$ cat src/sgm_defines.svh
// Constants for the status GPIO mapper: register offsets, field layouts, reset values and timing counts.
`ifndef SGM_DEFINES_SVH
`define SGM_DEFINES_SVH

`define SGM_OUT_MODE_OFF   12'h000
`define SGM_IN_MODE_OFF    12'h004
`define SGM_CTRL_OFF       12'h008
`define SGM_THRESH_OFF     12'h00C
`define SGM_STATUS_OFF     12'h010
`define SGM_REMOTE_OFF     12'h014
`define SGM_IN_STATE_OFF   12'h018
`define SGM_BAD_COUNT_OFF  12'h01C

`define SGM_OUT_MODE_W     4
`define SGM_IN_MODE_W      4
`define SGM_OUT_MODE_RST   32'h0000_0000
`define SGM_IN_MODE_RST    32'h0000_0000
`define SGM_THRESH_RST     16'h0010

`define SGM_CTRL_SRC_NET   0
`define SGM_CTRL_CANCEL    1

`define SGM_STAT_CONNECTED 0
`define SGM_STAT_RX_LOCK   1
`define SGM_STAT_DROPPED   2

`define SGM_PULSE_NS       1000000
`define SGM_PULSE_CYC      (`SGM_PULSE_NS / 10)
`define SGM_PERIOD_MS      3000
`define SGM_PERIOD_CYC     (`SGM_PERIOD_MS * 100000)

`endif

$ cat src/sgm_pkg.sv
// Types shared by the status GPIO mapper.
package sgm_pkg;

	typedef enum logic [3:0] {
		SGM_OUT_OFF,
		SGM_OUT_ON,
		SGM_OUT_REMOTE_MIRROR,
		SGM_OUT_CONNECTED,
		SGM_OUT_RX_LOCK,
		SGM_OUT_FOLLOW_IN,
		SGM_OUT_CALL_DROP,
		SGM_OUT_PKT_LOSS,
		SGM_OUT_POOR_LINK
	} sgm_out_mode_t;

	typedef enum logic [3:0] {
		SGM_IN_UNUSED,
		SGM_IN_REMOTE_MIRROR,
		SGM_IN_DISCONNECT,
		SGM_IN_EMERG_DIAL,
		SGM_IN_FORCE_ZERO,
		SGM_IN_FORCE_ONE
	} sgm_in_mode_t;

	typedef struct packed {
		logic connected;
		logic codec_known;
		logic rx_valid;
		logic call_dropped;
		logic pkt_lost;
		logic pkt_errored;
	} sgm_call_evt_t;

	typedef struct packed {
		logic       disconnect;
		logic       dial;
		logic [2:0] dial_entry;
	} sgm_call_cmd_t;

endpackage : sgm_pkg

$ cat src/sgm_status_gpio_mapper.sv
// Status GPIO mapper: per-bit output and input mode logic with an APB register file.
`timescale 1ns/10ps
`include "sgm_defines.svh"

module sgm_status_gpio_mapper #(
	parameter int N_BITS     = 8,
	parameter int PULSE_CYC  = `SGM_PULSE_CYC,
	parameter int PERIOD_CYC = `SGM_PERIOD_CYC,
	parameter int CNT_W      = 16
) (
	input  wire logic                 pclk,              // System clock, 100 MHz.
	input  wire logic                 presetn,           // Asynchronous reset, active low.
	input  wire logic                 psel,              // APB select.
	input  wire logic                 penable,           // APB enable.
	input  wire logic                 pwrite,            // APB write.
	input  wire logic [11:0]          paddr,             // APB byte address.
	input  wire logic [31:0]          pwdata,            // APB write data.
	output logic      [31:0]          prdata,            // APB read data.
	output logic                      pready,            // APB ready.
	output logic                      pslverr,           // APB error on unmapped address.
	input  wire logic [N_BITS-1:0]    par_in_n,          // Parallel port inputs, active low.
	output logic      [N_BITS-1:0]    par_out_o,         // Parallel output drive level, always low.
	output logic      [N_BITS-1:0]    par_out_oe,        // Parallel open-collector pull-down enable.
	input  wire logic [9:0]           net_in_chan,       // Network status in channels 1 and 2, five bits each.
	output logic      [9:0]           net_out_chan,      // Network status out channels 1 and 2, five bits each.
	input  sgm_pkg::sgm_call_evt_t    call_evt,          // Call and decoder events, same clock.
	input  wire logic [N_BITS-1:0]    remote_in,         // Far-end input bits from the ancillary channel.
	input  wire logic                 remote_valid,      // Far end supports mirrored contact closures.
	output logic      [N_BITS-1:0]    remote_out,        // Input bits sent to the far end.
	output sgm_pkg::sgm_call_cmd_t    call_cmd           // Disconnect and dial requests.
);

	// ----------------------------------------------------------------------
	// Register file
	// ----------------------------------------------------------------------
	logic [31:0]      out_mode_reg;
	logic [31:0]      in_mode_reg;
	logic [1:0]       ctrl_reg;
	logic [CNT_W-1:0] thresh_reg;
	logic             wr_en;
	logic             addr_ok;
	logic             cancel_pulse;

	function automatic logic [3:0] nib(input logic [31:0] v, input int i);
		nib = v[i*4 +: 4];
	endfunction : nib

	assign wr_en  = psel && penable && pwrite;
	assign pready = 1'b1;
	always_comb begin
		case (paddr)
			`SGM_OUT_MODE_OFF, `SGM_IN_MODE_OFF, `SGM_CTRL_OFF, `SGM_THRESH_OFF,
			`SGM_STATUS_OFF, `SGM_REMOTE_OFF, `SGM_IN_STATE_OFF, `SGM_BAD_COUNT_OFF: addr_ok = 1'b1;
			default: addr_ok = 1'b0;
		endcase
	end
	assign pslverr      = psel && penable && !addr_ok;
	assign cancel_pulse = wr_en && (paddr == `SGM_CTRL_OFF) && pwdata[`SGM_CTRL_CANCEL];

	always_ff @(posedge pclk or negedge presetn) begin
		if (!presetn) begin
			out_mode_reg <= `SGM_OUT_MODE_RST;
			in_mode_reg  <= `SGM_IN_MODE_RST;
			ctrl_reg     <= 2'h0;
			thresh_reg   <= `SGM_THRESH_RST;
		end else if (wr_en) begin
			case (paddr)
				`SGM_OUT_MODE_OFF: out_mode_reg <= pwdata;
				`SGM_IN_MODE_OFF:  in_mode_reg  <= pwdata;
				`SGM_CTRL_OFF:     ctrl_reg     <= {1'b0, pwdata[`SGM_CTRL_SRC_NET]};
				`SGM_THRESH_OFF:   thresh_reg   <= pwdata[CNT_W-1:0];
				default: ;
			endcase
		end
	end

	// ----------------------------------------------------------------------
	// Input capture
	// ----------------------------------------------------------------------
	logic [N_BITS-1:0] par_meta_reg;
	logic [N_BITS-1:0] par_sync_reg;
	logic [N_BITS-1:0] net_meta_reg;
	logic [N_BITS-1:0] net_sync_reg;
	logic [N_BITS-1:0] in_level;
	logic [N_BITS-1:0] in_prev_reg;
	logic [N_BITS-1:0] in_rise;

	always_ff @(posedge pclk or negedge presetn) begin
		if (!presetn) begin
			par_meta_reg <= '0;
			par_sync_reg <= '0;
			net_meta_reg <= '0;
			net_sync_reg <= '0;
		end else begin
			par_meta_reg <= ~par_in_n;
			par_sync_reg <= par_meta_reg;
			net_meta_reg <= {net_in_chan[8:5], net_in_chan[3:0]};
			net_sync_reg <= net_meta_reg;
		end
	end

	assign in_level = ctrl_reg[`SGM_CTRL_SRC_NET] ? net_sync_reg : par_sync_reg;

	always_ff @(posedge pclk or negedge presetn) begin
		if (!presetn) begin
			in_prev_reg <= '0;
		end else begin
			in_prev_reg <= in_level;
		end
	end
	assign in_rise = in_level & ~in_prev_reg;

	// ----------------------------------------------------------------------
	// Input modes
	// ----------------------------------------------------------------------
	logic [N_BITS-1:0]   remote_next;
	logic                disc_next;
	logic                dial_next;
	logic [2:0]          entry_next;

	always_comb begin
		remote_next = '0;
		disc_next   = 1'b0;
		dial_next   = 1'b0;
		entry_next  = 3'h0;
		for (int i = N_BITS - 1; i >= 0; i--) begin
			case (sgm_pkg::sgm_in_mode_t'(nib(in_mode_reg, i)))
				sgm_pkg::SGM_IN_REMOTE_MIRROR: remote_next[i] = in_level[i];
				sgm_pkg::SGM_IN_DISCONNECT: begin
					if (in_rise[i] && call_evt.connected) begin
						disc_next = 1'b1;
					end
				end
				sgm_pkg::SGM_IN_EMERG_DIAL: begin
					if (in_rise[i]) begin
						dial_next  = 1'b1;
						entry_next = 3'(i);
					end
				end
				sgm_pkg::SGM_IN_FORCE_ZERO: remote_next[i] = 1'b0;
				sgm_pkg::SGM_IN_FORCE_ONE:  remote_next[i] = 1'b1;
				default: ;
			endcase
		end
	end

	always_ff @(posedge pclk or negedge presetn) begin
		if (!presetn) begin
			remote_out <= '0;
			call_cmd   <= '0;
		end else begin
			remote_out          <= remote_next;
			call_cmd.disconnect <= disc_next;
			call_cmd.dial       <= dial_next;
			call_cmd.dial_entry <= entry_next;
		end
	end

	// ----------------------------------------------------------------------
	// Call-drop latch, packet-loss pulse and poor-link window
	// ----------------------------------------------------------------------
	logic                         dropped_reg;
	logic [$clog2(PULSE_CYC+1)-1:0] pulse_cnt_reg;
	logic [$clog2(PERIOD_CYC+1)-1:0] period_cnt_reg;
	logic [CNT_W-1:0]             bad_cnt_reg;
	logic                         poor_reg;
	logic                         period_tick;

	always_ff @(posedge pclk or negedge presetn) begin
		if (!presetn) begin
			dropped_reg <= 1'b0;
		end else if (call_evt.call_dropped) begin
			dropped_reg <= 1'b1;
		end else if (call_evt.connected || cancel_pulse) begin
			dropped_reg <= 1'b0;
		end
	end

	always_ff @(posedge pclk or negedge presetn) begin
		if (!presetn) begin
			pulse_cnt_reg <= '0;
		end else if (call_evt.pkt_lost) begin
			pulse_cnt_reg <= ($clog2(PULSE_CYC+1))'(PULSE_CYC);
		end else if (pulse_cnt_reg != '0) begin
			pulse_cnt_reg <= pulse_cnt_reg - 1'b1;
		end
	end

	assign period_tick = (period_cnt_reg == ($clog2(PERIOD_CYC+1))'(PERIOD_CYC - 1));

	always_ff @(posedge pclk or negedge presetn) begin
		if (!presetn) begin
			period_cnt_reg <= '0;
		end else if (period_tick) begin
			period_cnt_reg <= '0;
		end else begin
			period_cnt_reg <= period_cnt_reg + 1'b1;
		end
	end

	always_ff @(posedge pclk or negedge presetn) begin
		if (!presetn) begin
			bad_cnt_reg <= '0;
			poor_reg    <= 1'b0;
		end else if (period_tick) begin
			poor_reg    <= (bad_cnt_reg >= thresh_reg);
			bad_cnt_reg <= '0;
		end else if ((call_evt.pkt_lost || call_evt.pkt_errored) && bad_cnt_reg != '1) begin
			bad_cnt_reg <= bad_cnt_reg + 1'b1;
		end
	end

	// ----------------------------------------------------------------------
	// Output modes
	// ----------------------------------------------------------------------
	logic [N_BITS-1:0] out_next;
	logic [N_BITS-1:0] out_reg;

	always_comb begin
		out_next = '0;
		for (int i = 0; i < N_BITS; i++) begin
			case (sgm_pkg::sgm_out_mode_t'(nib(out_mode_reg, i)))
				sgm_pkg::SGM_OUT_OFF:   out_next[i] = 1'b0;
				sgm_pkg::SGM_OUT_ON:    out_next[i] = 1'b1;
				sgm_pkg::SGM_OUT_REMOTE_MIRROR:
					out_next[i] = call_evt.connected && remote_valid && remote_in[i];
				sgm_pkg::SGM_OUT_CONNECTED: out_next[i] = call_evt.connected;
				sgm_pkg::SGM_OUT_RX_LOCK:
					out_next[i] = call_evt.connected && call_evt.codec_known && call_evt.rx_valid;
				sgm_pkg::SGM_OUT_FOLLOW_IN: out_next[i] = in_level[i];
				sgm_pkg::SGM_OUT_CALL_DROP: out_next[i] = dropped_reg;
				sgm_pkg::SGM_OUT_PKT_LOSS:  out_next[i] = (pulse_cnt_reg != '0);
				sgm_pkg::SGM_OUT_POOR_LINK: out_next[i] = poor_reg;
				default: out_next[i] = 1'b0;
			endcase
		end
	end

	always_ff @(posedge pclk or negedge presetn) begin
		if (!presetn) begin
			out_reg <= '0;
		end else begin
			out_reg <= out_next;
		end
	end

	assign par_out_o    = '0;
	assign par_out_oe   = out_reg;
	assign net_out_chan = {1'b0, out_reg[7:4], 1'b0, out_reg[3:0]};

	// ----------------------------------------------------------------------
	// Read data
	// ----------------------------------------------------------------------
	always_comb begin
		prdata = 32'h0000_0000;
		if (psel && !pwrite) begin
			case (paddr)
				`SGM_OUT_MODE_OFF:  prdata = out_mode_reg;
				`SGM_IN_MODE_OFF:   prdata = in_mode_reg;
				`SGM_CTRL_OFF:      prdata = {31'h0, ctrl_reg[`SGM_CTRL_SRC_NET]};
				`SGM_THRESH_OFF:    prdata = 32'(thresh_reg);
				`SGM_STATUS_OFF:    prdata = {7'h00, poor_reg, out_reg, in_level,
					5'h0, dropped_reg, call_evt.codec_known && call_evt.rx_valid, call_evt.connected};
				`SGM_REMOTE_OFF:    prdata = {16'h0, remote_in, remote_out};
				`SGM_IN_STATE_OFF:  prdata = 32'(in_level);
				`SGM_BAD_COUNT_OFF: prdata = 32'(bad_cnt_reg);
				default:            prdata = 32'h0000_0000;
			endcase
		end
	end

endmodule : sgm_status_gpio_mapper

$ cat config.mk
export PLATFORM = sky130hd
export DESIGN_NAME = sgm_status_gpio_mapper
export DESIGN_NICKNAME = d
export VERILOG_FILES = /design/src/sgm_pkg.sv /design/src/sgm_status_gpio_mapper.sv
export VERILOG_INCLUDE_DIRS = /design/src
export SDC_FILE = /design/constraint.sdc
export NUM_CORES = 1
export LEC_CHECK = 0
export ABC_AREA = 1
export BUFFER_PORTS_ARGS = -buffer_cell sky130_fd_sc_hd__buf_2
export CAP_MARGIN = 30
export CORE_AREA = 3 3 208 210
export CTS_CLUSTER_SIZE = 25
export DETAILED_ROUTE_END_ITERATION = 10
export DIE_AREA = 0 0 211 213
export PLACE_DENSITY = 0.56
export SETUP_SLACK_MARGIN = 0.4
export SLEW_MARGIN = 20
export SYNTH_ARGS = -nofsm -noshare
export SYNTH_HDL_FRONTEND = slang
export SYNTH_SLANG_ARGS = --single-unit
$ cat constraint.sdc
create_clock -name pclk -period 4.2 [get_ports pclk]
set_clock_uncertainty 0.15 [all_clocks]
set_input_delay 0.21 -clock pclk [delete_from_list [all_inputs] [get_ports pclk]]
set_output_delay 0.21 -clock pclk [all_outputs]
set_load 0.005 [all_outputs]
==> qor.yml, run 1 <==
run_status:
  outcome: "finished clean"
synth:
  syn_area_per_cell_sq_um: 7.84
  ys_ff_latch: 206
  synth_top_area_share_pct: 42.9
  async_flop_share_pct: 100
  synth_top_area_cell: "dfrtp_1"
  ys_types: 51
  ys_seq_area_share_pct: 43.1
  netlist_area_sq_um: 12000
  synth_edf_count: 0
  yosys_warnings: 0
  synth_ff_type: "dfrtp_1"
  synthCells: 1524
  ys_top_cells_by_area: "dfrtp_1 43%, nand2_1 12%, inv_1 6.7%, o21ai_2 5.4%, nor2_1 5.1%"
worst_setup_path:
  worst_path_dominant_cell_family: "simple AND/OR/NAND/NOR gates"
  cp_slowest_stage_delay_ns: 0.57
  start_kind: "flop"
  crit_type: "reg -> out"
  reg2reg_setup_slack_ns: 1.49
  crit_path_end_kind: "output port"
  crit_chain: "inv_1 -> nand2_1 -> nand2_1 -> nand3_1 -> o21ai_0 -> nor2_1 -> a21oi_1 -> buf_2"
  cp_max_fo: 13
  slowest_stage: "dfrtp_1"
  cp.required_ns: 3.84
  crit_top_cell: "nand2_1"
  path_buf_inv: 2
  critPathArrivalTime_ns: 2.72
power_and_ir_drop:
  power_mw: 4.74
  ir_drop_mv: 0.222
  power.leakage_nw: 7.08
  power_density_nw_per_um2: 329
timing:
  final.setup.tns_ns: 0
  rsz0062_at_grt: "false"
  period_share_pct: 73.3
  max_slew_margin_pct: 40.6
  setup_viol: 0
  tightest_slew_ns: 0.892
  hold_viol_final: 0
  maxSlewViolCount: 0
  finalCriticalPeriod_ns: 3.08
  max_freq_mhz: 325
  timing.hold.ws_ns: 0.0752
drt:
  dr.pass1.iters: 6
  routedWlPerCell_um: 16.8
  drc_errors: 0
  top_layer_used: "met5"
  dr_total_vias: 10800
  ant_nets: 0
  routed_wl_um: 38100
  viasPerCell: 4.76
  wl_met3_um: 2180
  drtIter0Drc: 939
  wl_met2_um: 18100
  met1Wirelength_um: 16900
die:
  core_area_sq_um: 41800
  start_util_pct: 28.6
  die_w_um: 211
  ioPinCount: 155
  die_h_um: 213
  dieArea_sq_um: 44900
  rows: 75
placement:
  portBuffers: 141
  dpl.hpwl_um: 28200
  place.gp.congestion: 0.885
clock_tree:
  cts_tree: "built"
  cts_setup_buffers: 0
  htreeDepth: 1
  clk_pin_slew_ns: 0.06
  hold_buffers: 60
  cts.sinks: 206
  post_cts_resize_count: 0
  root_buffer: "clkbuf_16"
  clk_latency_ns: 0.55
  clk_path_buf_depth: 3
  cts_buffers: 25
global_routing:
  grt-ovfl-total: 0
  grt.total_usage_pct: 16.9
  grt_pass1_vias: 10400
  antenna_found_initial: 1
  grt_max_degree: 100
  grt_pass1_wl_um: 59700
layout:
  nets: 1814
  drive_above_1_share_pct: 17.6
  area_delta_synth_final_pct: 20.7
  num_antenna_cells: 0
worst_hold_path:
  hold_path.class: "in -> reg"
flow_run:
  max_cap_violations: 0
-- through the flow --
| step | std cells | worst slack (ns) | util (%) | area (sq um) |
|---|---|---|---|---|
| final | 2270 | 1.12 | 34.5 | 14400 |
| after global routing | 2270 | 1.03 | 34.5 | 14400 |
| after CTS | 2270 | 1.13 | 34.5 | 14400 |
| after detailed placement | 2165 | 1.41 | 31.1 | 13000 |
| after global placement | 2165 | 1.47 | 31.1 | 13000 |
| after floorplan | 1533 | 2.37 | - | 12000 |
-- layout make-up --
| type | count | area [sq um] |
|---|---|---|
| fill | 4426 | 27300 |
| multi-input combinational | 1056 | 5570 |
| sequential | 206 | 5160 |
| timing repair buffer | 205 | 1360 |
| inverter | 219 | 835 |
| clock buffer | 36 | 767 |
| tap | 539 | 674 |
| clock inverter | 9 | 65.1 |
-- cells in the final DEF (no fill, tap or decap), drive strengths merged, types with 2 or more instances in the layout --
cell,instances
a211o,6
a21oi,38
a22oi,7
buf,144
clkbuf,37
clkinv,7
clkinvlp,2
conb,11
dfrtp,205
dlygate4sd3,60
ha,19
inv,219
nand2,380
nand3,111
nand3b,9
nand4,37
nor2,171
nor3,64
nor3b,3
nor4,8
o2111ai,5
o211ai,8
o21ai,133
o31ai,2
or2,4
xnor2,5
xor2,29
-- path summary, 6_finish.rpt --
kind,from,endpoint,cells past startpoint
worst max-delay path,ctrl_reg[0],prdata[3],8
worst min-delay path,remote_in[1],par_out_oe[1],4
worst min register to register,par_meta_reg[5],par_sync_reg[5],0
min in group asynchronous,presetn,bad_cnt_reg[6],2
worst max register to register,period_cnt_reg[0],period_cnt_reg[24],8
max in group asynchronous,presetn,period_cnt_reg[1],3
-- cells in the mapped netlist, drive strengths merged (2+ instances only) --
master / instances
nor4: 8
buf: 47
nand3b: 9
o2111ai: 5
nand3: 111
xor2: 29
a21oi: 38
conb: 2
or2: 4
nor3: 64
a22oi: 7
o211ai: 8
o21ai: 133
ha: 19
nor3b: 3
dfrtp: 205
clkbuf: 5
inv: 218
nor2: 171
a211o: 6
nand4: 37
nand2: 380
o31ai: 2
xnor2: 5
-- metal layers --
layer  track usage (%)  vias to the layer above
li1                  -                     5278
met1              23.3                     5135
met2              28.4                      330
met3              2.03                       59
met4              4.67                        2
met5                 0                        -
-- cell families (layout without fill, tap and decap cells) --
group	Yosys count	after routing	share of synthesized area [%]
compound gates	203	203	11.6
xor+xnor	34	34	2.49
fa+ha+maj	19	19	1.99
buf+inv	271	469	10.5
flops	206	206	43.1
other cells	2	11	0.0628
simple gates	789	789	30.2
-- report_power, final --
part	total (mW)	internal [mW]	switching (mW)
sequential	2.11	2.04	0.0713
combinational	0.477	0.184	0.293
clock	2.15	1.27	0.878
-- worst register-to-register path, stage by stage, from the launching register on --
cell     delay (ns)
dfrtp_1        0.41
ha_1           0.25
nand2_1        0.11
nor2_2         0.16
nand4_2        0.16
nor3_2         0.14
nand2_1        0.50
inv_1          0.60
nor2_1         0.11
Note: power is estimated with default switching activity, not from simulation.
==> run 2, diff against run 1 <==
ABC_AREA = 0   (was 1)
CORE_AREA = 3 3 196 198   (was 3 3 208 210)
DIE_AREA = 0 0 199 201   (was 0 0 211 213)
PLACE_DENSITY = 0.57   (was 0.56)
clock period = 3.23 ns   (was 4.2 ns; I/O delays follow)
==> run 2 against run 1 <==
Sequential share of layout area increased by 3.3 points; design area decreased by 8.5%; hold slack got worse by 0.039 ns; first-iteration DRC count decreased by 35%; combinational power increased by 32%; critical path type unchanged.
==> qor.yml, run 2 <==
global_routing:
  grt.total_usage_pct: 15.4  # -1.5 points
  grt_pass1_vias: 8484  # -19%
  antenna_found_initial: 2  # +1
  grt_pass1_wl_um: 48700  # -18%
  grt-ovfl-total: 0  # unchanged
  grt_max_degree: 84  # -16%
timing:
  tightest_slew_ns: 0.703  # -0.188 ns
  final.setup.tns_ns: 0  # unchanged
  period_share_pct: 86.8
  hold_viol_final: 0  # unchanged
  finalCriticalPeriod_ns: 2.80
  maxSlewViolCount: 0  # unchanged
  setup_slack_ns: 0.427  # -0.693 ns
  rsz0062_at_grt: "true"
  max_freq_mhz: 357
  max_slew_margin_pct: 52.9  # +12 points
  setup_viol: 0  # unchanged
drt:
  dr.pass1.iters: 6  # unchanged
  met1Wirelength_um: 14400  # -15%
  routed_wl_um: 31500  # -17%
  drc_errors: 0  # unchanged
  routedWlPerCell_um: 18.8  # +12%
  drtIter0Drc: 615  # -35%
  viasPerCell: 5.04  # +5.9%
  ant_nets: 0  # unchanged
  wl_met2_um: 14200  # -21%
  dr_total_vias: 8464  # -22%
  top_layer_used: "met4"
  wl_met3_um: 1830  # -16%
layout:
  nets: 1293  # -29%
  fin_area_sq_um: 13200  # -8.5%
  drive_above_1_share_pct: 26.7  # +9.1 points
  final_cell_mix: "204 x dfrtp_1, 140 x buf_2, 138 x nor2_1"
  final_common_cell: "dfrtp_1"
  area_delta_synth_final_pct: 24.6
synth:
  synth_xor_area_share_pct: 4.05  # +1.6 points
  synth_edf_count: 0  # unchanged
  netlist_area_sq_um: 10600  # -11%
  ys_ff_latch: 206  # unchanged
  synthSimpleGateAreaFrac_pct: 17.0  # -13 points
  async_flop_share_pct: 100  # unchanged
  synth_compound_area_share_pct: 9.51  # -2.1 points
  ys_types: 67  # +31%
  yosys_warnings: 0  # unchanged
  synth_top_area_cell: "dfrtp_1"
  synth_adder_area_share_pct: 2.25  # +0.26 points
  syn_area_per_cell_sq_um: 10.6  # +35%
  ys_seq_area_share_pct: 48.7  # +5.6 points
  yosysMostFrequentCell: "dfrtp_1"
  synth_top_family_by_area: "simple AND/OR/NAND/NOR gates"
  synth.mux.area_fraction_pct: 13.9  # +14 points
  ys_top_cells_by_area: "dfrtp_1 48%, mux2_2 9.4%, nor2_1 4.9%, xnor2_1 2.3%, ha_1 2.2%"
  synth_ff_type: "dfrtp_1"
  synth_top_area_share_pct: 48.4  # +5.5 points
  synthTopCellsByCount: "205 x dfrtp_1, 138 x nor2_1, 88 x mux2_2"
  synthCells: 1000  # -34%
power_and_ir_drop:
  comb_power_share_pct: 9.9  # -0.2 points
  netSwitchingFraction_pct: 24.8  # -1.4 points
  clock_power_share_pct: 46.3  # +1.0 points
  power.leakage_nw: 6.03  # -15%
  switchingPower_mw: 1.59  # +28%
  internal_power_mw: 4.80  # +37%
  ir_drop_mv: 0.323  # +45%
  pwr-share-seq_pct: 43.9  # -0.7 points
  power_density_nw_per_um2: 484  # +47%
worst_setup_path:
  crit_chain: "mux2_2 -> a221o_1 -> a222oi_1 -> a21oi_1 -> buf_2"
  cp_slowest_stage_delay_ns: 0.50  # -0.07 ns
  crit_path_end_kind: "output port"
  start_kind: "flop"
  critPathArrivalTime_ns: 2.49  # -0.23 ns
  cp.required_ns: 2.92  # -0.92 ns
  reg2reg_from: "pulse_cnt_reg[0]"
  cp_max_fo: 7  # -6
  slowest_stage: "dfrtp_2"
  crit_type: "reg -> out"
  cp-startpoint: "ctrl_reg[0]"
clock_tree:
  clk_pin_slew_ns: 0.06  # about the same
  root_buffer: "clkbuf_16"
  cts_buffers: 24  # -4.0%
  htreeDepth: 1  # unchanged
  cts.sinks: 206  # unchanged
  clk_path_buf_depth: 3  # unchanged
  cts_tree: "built"
  clk_latency_ns: 0.52  # -0.03 ns
die:
  core_area_sq_um: 36700  # -12%
  die_w_um: 199  # -5.7%
  rows: 70  # -6.7%
  start_util_pct: 28.9  # +0.23 points
  ioPinCount: 155  # unchanged
  die_h_um: 201  # -5.6%
  dieArea_sq_um: 40000  # -11%
worst_hold_path:
  hp-start: "remote_in[3]"
  hold_path.class: "in -> reg"
placement:
  place.gp.congestion: 0.890  # +0.54%
  dpl_worst_slack_ns: 0.656  # -0.756 ns
  dpl.hpwl_um: 23200  # -18%
  placed_cell_area_sq_um: 11800  # -9.4%
  portBuffers: 141  # unchanged
run_status:
  outcome: "finished clean"
flow_run:
  max_cap_violations: 0  # unchanged
-- run 2: cell count changes in the layout (fill, tap and decap cells not counted), moves of 25 or more --
| cell | before | now |
|---|---|---|
| nand2_1 | 375 | 41 |
| inv_1 | 213 | 36 |
| mux2_2 | 0 | 87 |
| o21ai_2 | 74 | 0 |
| nand3_1 | 105 | 38 |
| nor3_1 | 57 | 26 |
| nor2_1 | 163 | 138 |
-- run 2: cell families after synthesis --
| logic type | Yosys count |
|---|---|
| multiplexers | 128 |
| AO/OA/AOI/OAI | 154 |
| other | 2 |
| flip-flops | 206 |
| adder cells (fa/ha/maj) | 19 |
| XOR/XNOR | 49 |
| buffers and inverters | 97 |
| AND/OR/NAND/NOR | 345 |
-- run 2: cell type report --
cell class	instances	area, sq um
Clock inverter	15	218
Fill cell	3664	23500
Inverter	37	139
Clock buffer	29	651
Timing Repair Buffer	217	1450
Antenna cell	2	5.00
Sequential cell	206	5160
Tap cell	468	586
Multi-Input combinational cell	706	5000
-- run 2: final timing paths --
kind	end	slack, ns	cells past startpoint
min in group asynchronous	in_mode_reg[26]	0.09	2
worst max register to register	par_out_oe[0]	0.73	9
max in group asynchronous	thresh_reg[4]	2.01	3
worst max-delay path	prdata[2]	0.43	5
worst min-delay path	par_out_oe[3]	0.04	5
worst min register to register	par_sync_reg[0]	0.19	0
-- run 2: timing repair --
| item | in CTS | in global routing |
|---|---|---|
| setup endpoints to repair | 5 | 4 |
| gates resized for setup | 1 | 1 |
| endpoints found under the hold margin | 198 | 0 |
| hold buffers | 54 | 0 |
| buffers inserted | 0 | 1 |
-- run 2: routing by layer --
layer / vias up / GRT usage (%)
met5: - / 0
met4: 0 / 5.07
met3: 71 / 2.35
met2: 266 / 23.9
met1: 4191 / 21.9
li1: 3936 / -
-- run 2: per-stage QoR --
step | total power [mW] | utilization (%) | hold WS [ns] | instances
3_3_place_gp | 3.40 | 32.1 | 0.0995 | 1579
2_1_floorplan | 3.16 | - | -0.284 | 1009
4_1_cts | 6.45 | 35.9 | 0.0171 | 1677
3_5_place_dp | 3.42 | 32.1 | 0.102 | 1579
5_1_grt | 6.64 | 36.0 | 0.0665 | 1680
6_report | 6.38 | 36.0 | 0.0360 | 1680
-- run 2: critical path, delay by kind of cell, from the launching register on --
family / cells / cell delay [ns]
compound gates: 3 / 0.87
buf+inv: 1 / 0.15
mux: 1 / 0.45
flops: 1 / 0.50
-- run 2: power groups by stage --
stage,logic [mW],clock network (mW),registers (mW)
floorplan,0.361,0,2.80
global placement,0.563,0,2.84
detailed placement,0.578,0,2.84
CTS,0.634,3.01,2.80
global route,0.710,3.12,2.81
finish,0.629,2.95,2.80
==> run 3, diff against run 2 <==
CORE_AREA = 3 3 178 180   (was 3 3 196 198)
DIE_AREA = 0 0 181 183   (was 0 0 199 201)
PLACE_DENSITY = 0.64   (was 0.57)
==> run 3 against run 2 <==
Flip-flop and latch count is the same; sequential power is essentially flat; register-to-register slack lost 0.04 ns; routed wire length shrank 4.0%; critical endpoint unchanged.
==> qor.yml, run 3 (synthesis results as in run 2) <==
worst_setup_path:
  worst_path_dominant_cell_family: "compound AO/OA/AOI/OAI gates"
  crit_chain: "mux2_2 -> a221o_1 -> a222oi_1 -> a21oi_1 -> buf_2"
  crit_type: "reg -> out"
  cp.required_ns: 2.92  # about the same
  slowest_stage: "dfrtp_2"
  cp_max_fo: 7  # unchanged
  start_kind: "flop"
  cp_slowest_stage_delay_ns: 0.49  # about the same
  critPathArrivalTime_ns: 2.45  # -0.04 ns
  path_buf_inv: 1  # unchanged
  crit_path_end_kind: "output port"
placement:
  placed_cell_area_sq_um: 11700  # -0.83%
  dpl.hpwl_um: 22000  # -5.2%
  portBuffers: 141  # unchanged
  place.gp.congestion: 0.902  # +1.3%
  place_inst: 1506  # -4.6%
clock_tree:
  htreeDepth: 1  # unchanged
  cts.sinks: 206  # unchanged
  cts_tree: "built"
  clk_pin_slew_ns: 0.06  # about the same
  root_buffer: "clkbuf_16"
  clk_latency_ns: 0.51  # about the same
  cts_buffers: 23  # -4.2%
  clk_path_buf_depth: 3  # unchanged
  cts_setup_buffers: 0  # unchanged
layout:
  drive_above_1_share_pct: 26.5  # -0.18 points
  multiInputGateArea_sq_um: 5000  # unchanged
  nets: 1290  # -0.23%
  fin_area_sq_um: 13000  # -1.1%
  final_cell_mix: "204 x dfrtp_1, 140 x buf_2, 138 x nor2_1"
  fillCellCount: 2895  # -21%
  instances_no_fill: 1600  # -4.8%
  final_common_cell: "dfrtp_1"
  layout.area.seq_sq_um: 5160  # unchanged
  area_delta_synth_final_pct: 23.2
timing:
  hold_viol_final: 0  # unchanged
  rsz0062_at_grt: "false"
  timing.hold.ws_ns: 0.0390  # +0.00296 ns
  max_freq_mhz: 362  # +1.6%
  tightest_slew_ns: 0.752  # +0.0489 ns
  finalCriticalPeriod_ns: 2.76  # -0.0429 ns
  final.setup.tns_ns: 0  # unchanged
  maxSlewViolCount: 0  # unchanged
  period_share_pct: 85.5  # -1.3 points
  setup_viol: 0  # unchanged
  max_slew_margin_pct: 49.9  # -3.1 points
power_and_ir_drop:
  power_mw: 6.25  # -2.1%
  ir_drop_mv: 0.467  # +44%
  power_density_nw_per_um2: 479  # -0.96%
  clock_power_share_pct: 45.2  # -1.1 points
  netSwitchingFraction_pct: 24.3  # -0.54 points
  pwr-share-seq_pct: 44.8  # +0.9 points
  switchingPower_mw: 1.52  # -4.2%
  power.leakage_nw: 6.01  # -0.30%
  internal_power_mw: 4.73  # -1.4%
  comb_power_share_pct: 10.0  # about the same
die:
  start_util_pct: 34.9  # +6.0 points
  ioPinCount: 155  # unchanged
  core_area_sq_um: 30300  # -17%
  die_w_um: 181  # -9.0%
  rows: 64  # -8.6%
  die_h_um: 183  # -9.0%
  dieArea_sq_um: 33100  # -17%
global_routing:
  grt_max_degree: 87  # +3.6%
  grt.total_usage_pct: 17.8  # +2.4 points
  grt_pass1_wl_um: 47300  # -2.8%
  grt_pass1_vias: 8409  # -0.88%
  antenna_found_initial: 2  # unchanged
  grt-ovfl-total: 0  # unchanged
worst_hold_path:
  hold_path.class: "in -> reg"
drt:
  viasPerCell: 5.32  # +5.6%
  routed_wl_um: 30300  # -4.0%
  ant_nets: 0  # unchanged
  routedWlPerCell_um: 18.9  # +0.80%
  dr_total_vias: 8512  # +0.57%
  drc_errors: 0  # unchanged
  dr.pass1.iters: 6  # unchanged
  drtIter0Drc: 757  # +23%
flow_run:
  max_cap_violations: 0  # unchanged
run_status:
  outcome: "finished clean"
-- run 3: power by group through the flow --
stage          sequential, mW  combinational, mW  clock [mW]
5_1_grt                  2.81              0.702        2.99
3_5_place_dp             2.84              0.571           0
6_report                 2.80              0.623        2.83
3_3_place_gp             2.84              0.552           0
2_1_floorplan            2.80              0.361           0
4_1_cts                  2.80              0.624        2.89
-- run 3: area by class of cell --
type | count | share of cell area [%]
Sequential cell | 206 | 39.5
Multi-Input combinational cell | 706 | 38.3
Timing Repair Buffer | 215 | 11.0
Clock buffer | 30 | 5.15
Tap cell | 396 | 3.80
Clock inverter | 9 | 1.19
Inverter | 37 | 1.06
Antenna cell | 1 | 0.0192
-- run 3: path summary, 6_finish.rpt --
kind	from	endpoint	slack, ns	cells past startpoint
max	ctrl_reg[0]	prdata[2]	0.47	5
min	remote_in[3]	par_out_oe[3]	0.04	5
max reg2reg	pulse_cnt_reg[0]	par_out_oe[0]	0.69	9
min reg2reg	net_meta_reg[2]	net_sync_reg[2]	0.20	0
max in group asynchronous	presetn	bad_cnt_reg[1]	2.02	3
min in group asynchronous	presetn	in_mode_reg[27]	0.12	2
-- run 3: timing repair --
item | 4_1_cts | 5_1_grt
gates resized for setup | 1 | 1
hold endpoints to repair | 198 | 0
endpoints found under the setup margin | 3 | 1
pin swaps | 0 | 1
hold buffers | 54 | 0
-- run 3: worst reg2reg max path: stages, from the launching register on --
cell      delay [ns]
dfrtp_1         0.39
inv_1           0.08
ha_1            0.22
nor4b_2         0.29
nand4_2         0.33
buf_4           0.32
inv_1           0.11
a21oi_1         0.07
nor4b_1         0.33
a211oi_1        0.11
-- run 3: per-layer routing --
metal	up-vias	routed length (um)	track usage [%]
li1	3928	-	-
met1	4175	13600	25.8
met2	337	13500	27.9
met3	72	2200	2.60
met4	0	958	5.24
met5	-	0	0
-- run 3: per-stage QoR --
step	worst slack (ns)	util, %
final	0.470	43.0
after global placement	0.685	38.5
after global routing	0.407	43.0
after detailed placement	0.685	38.5
after CTS	0.427	43.0
after floorplan	1.16	-
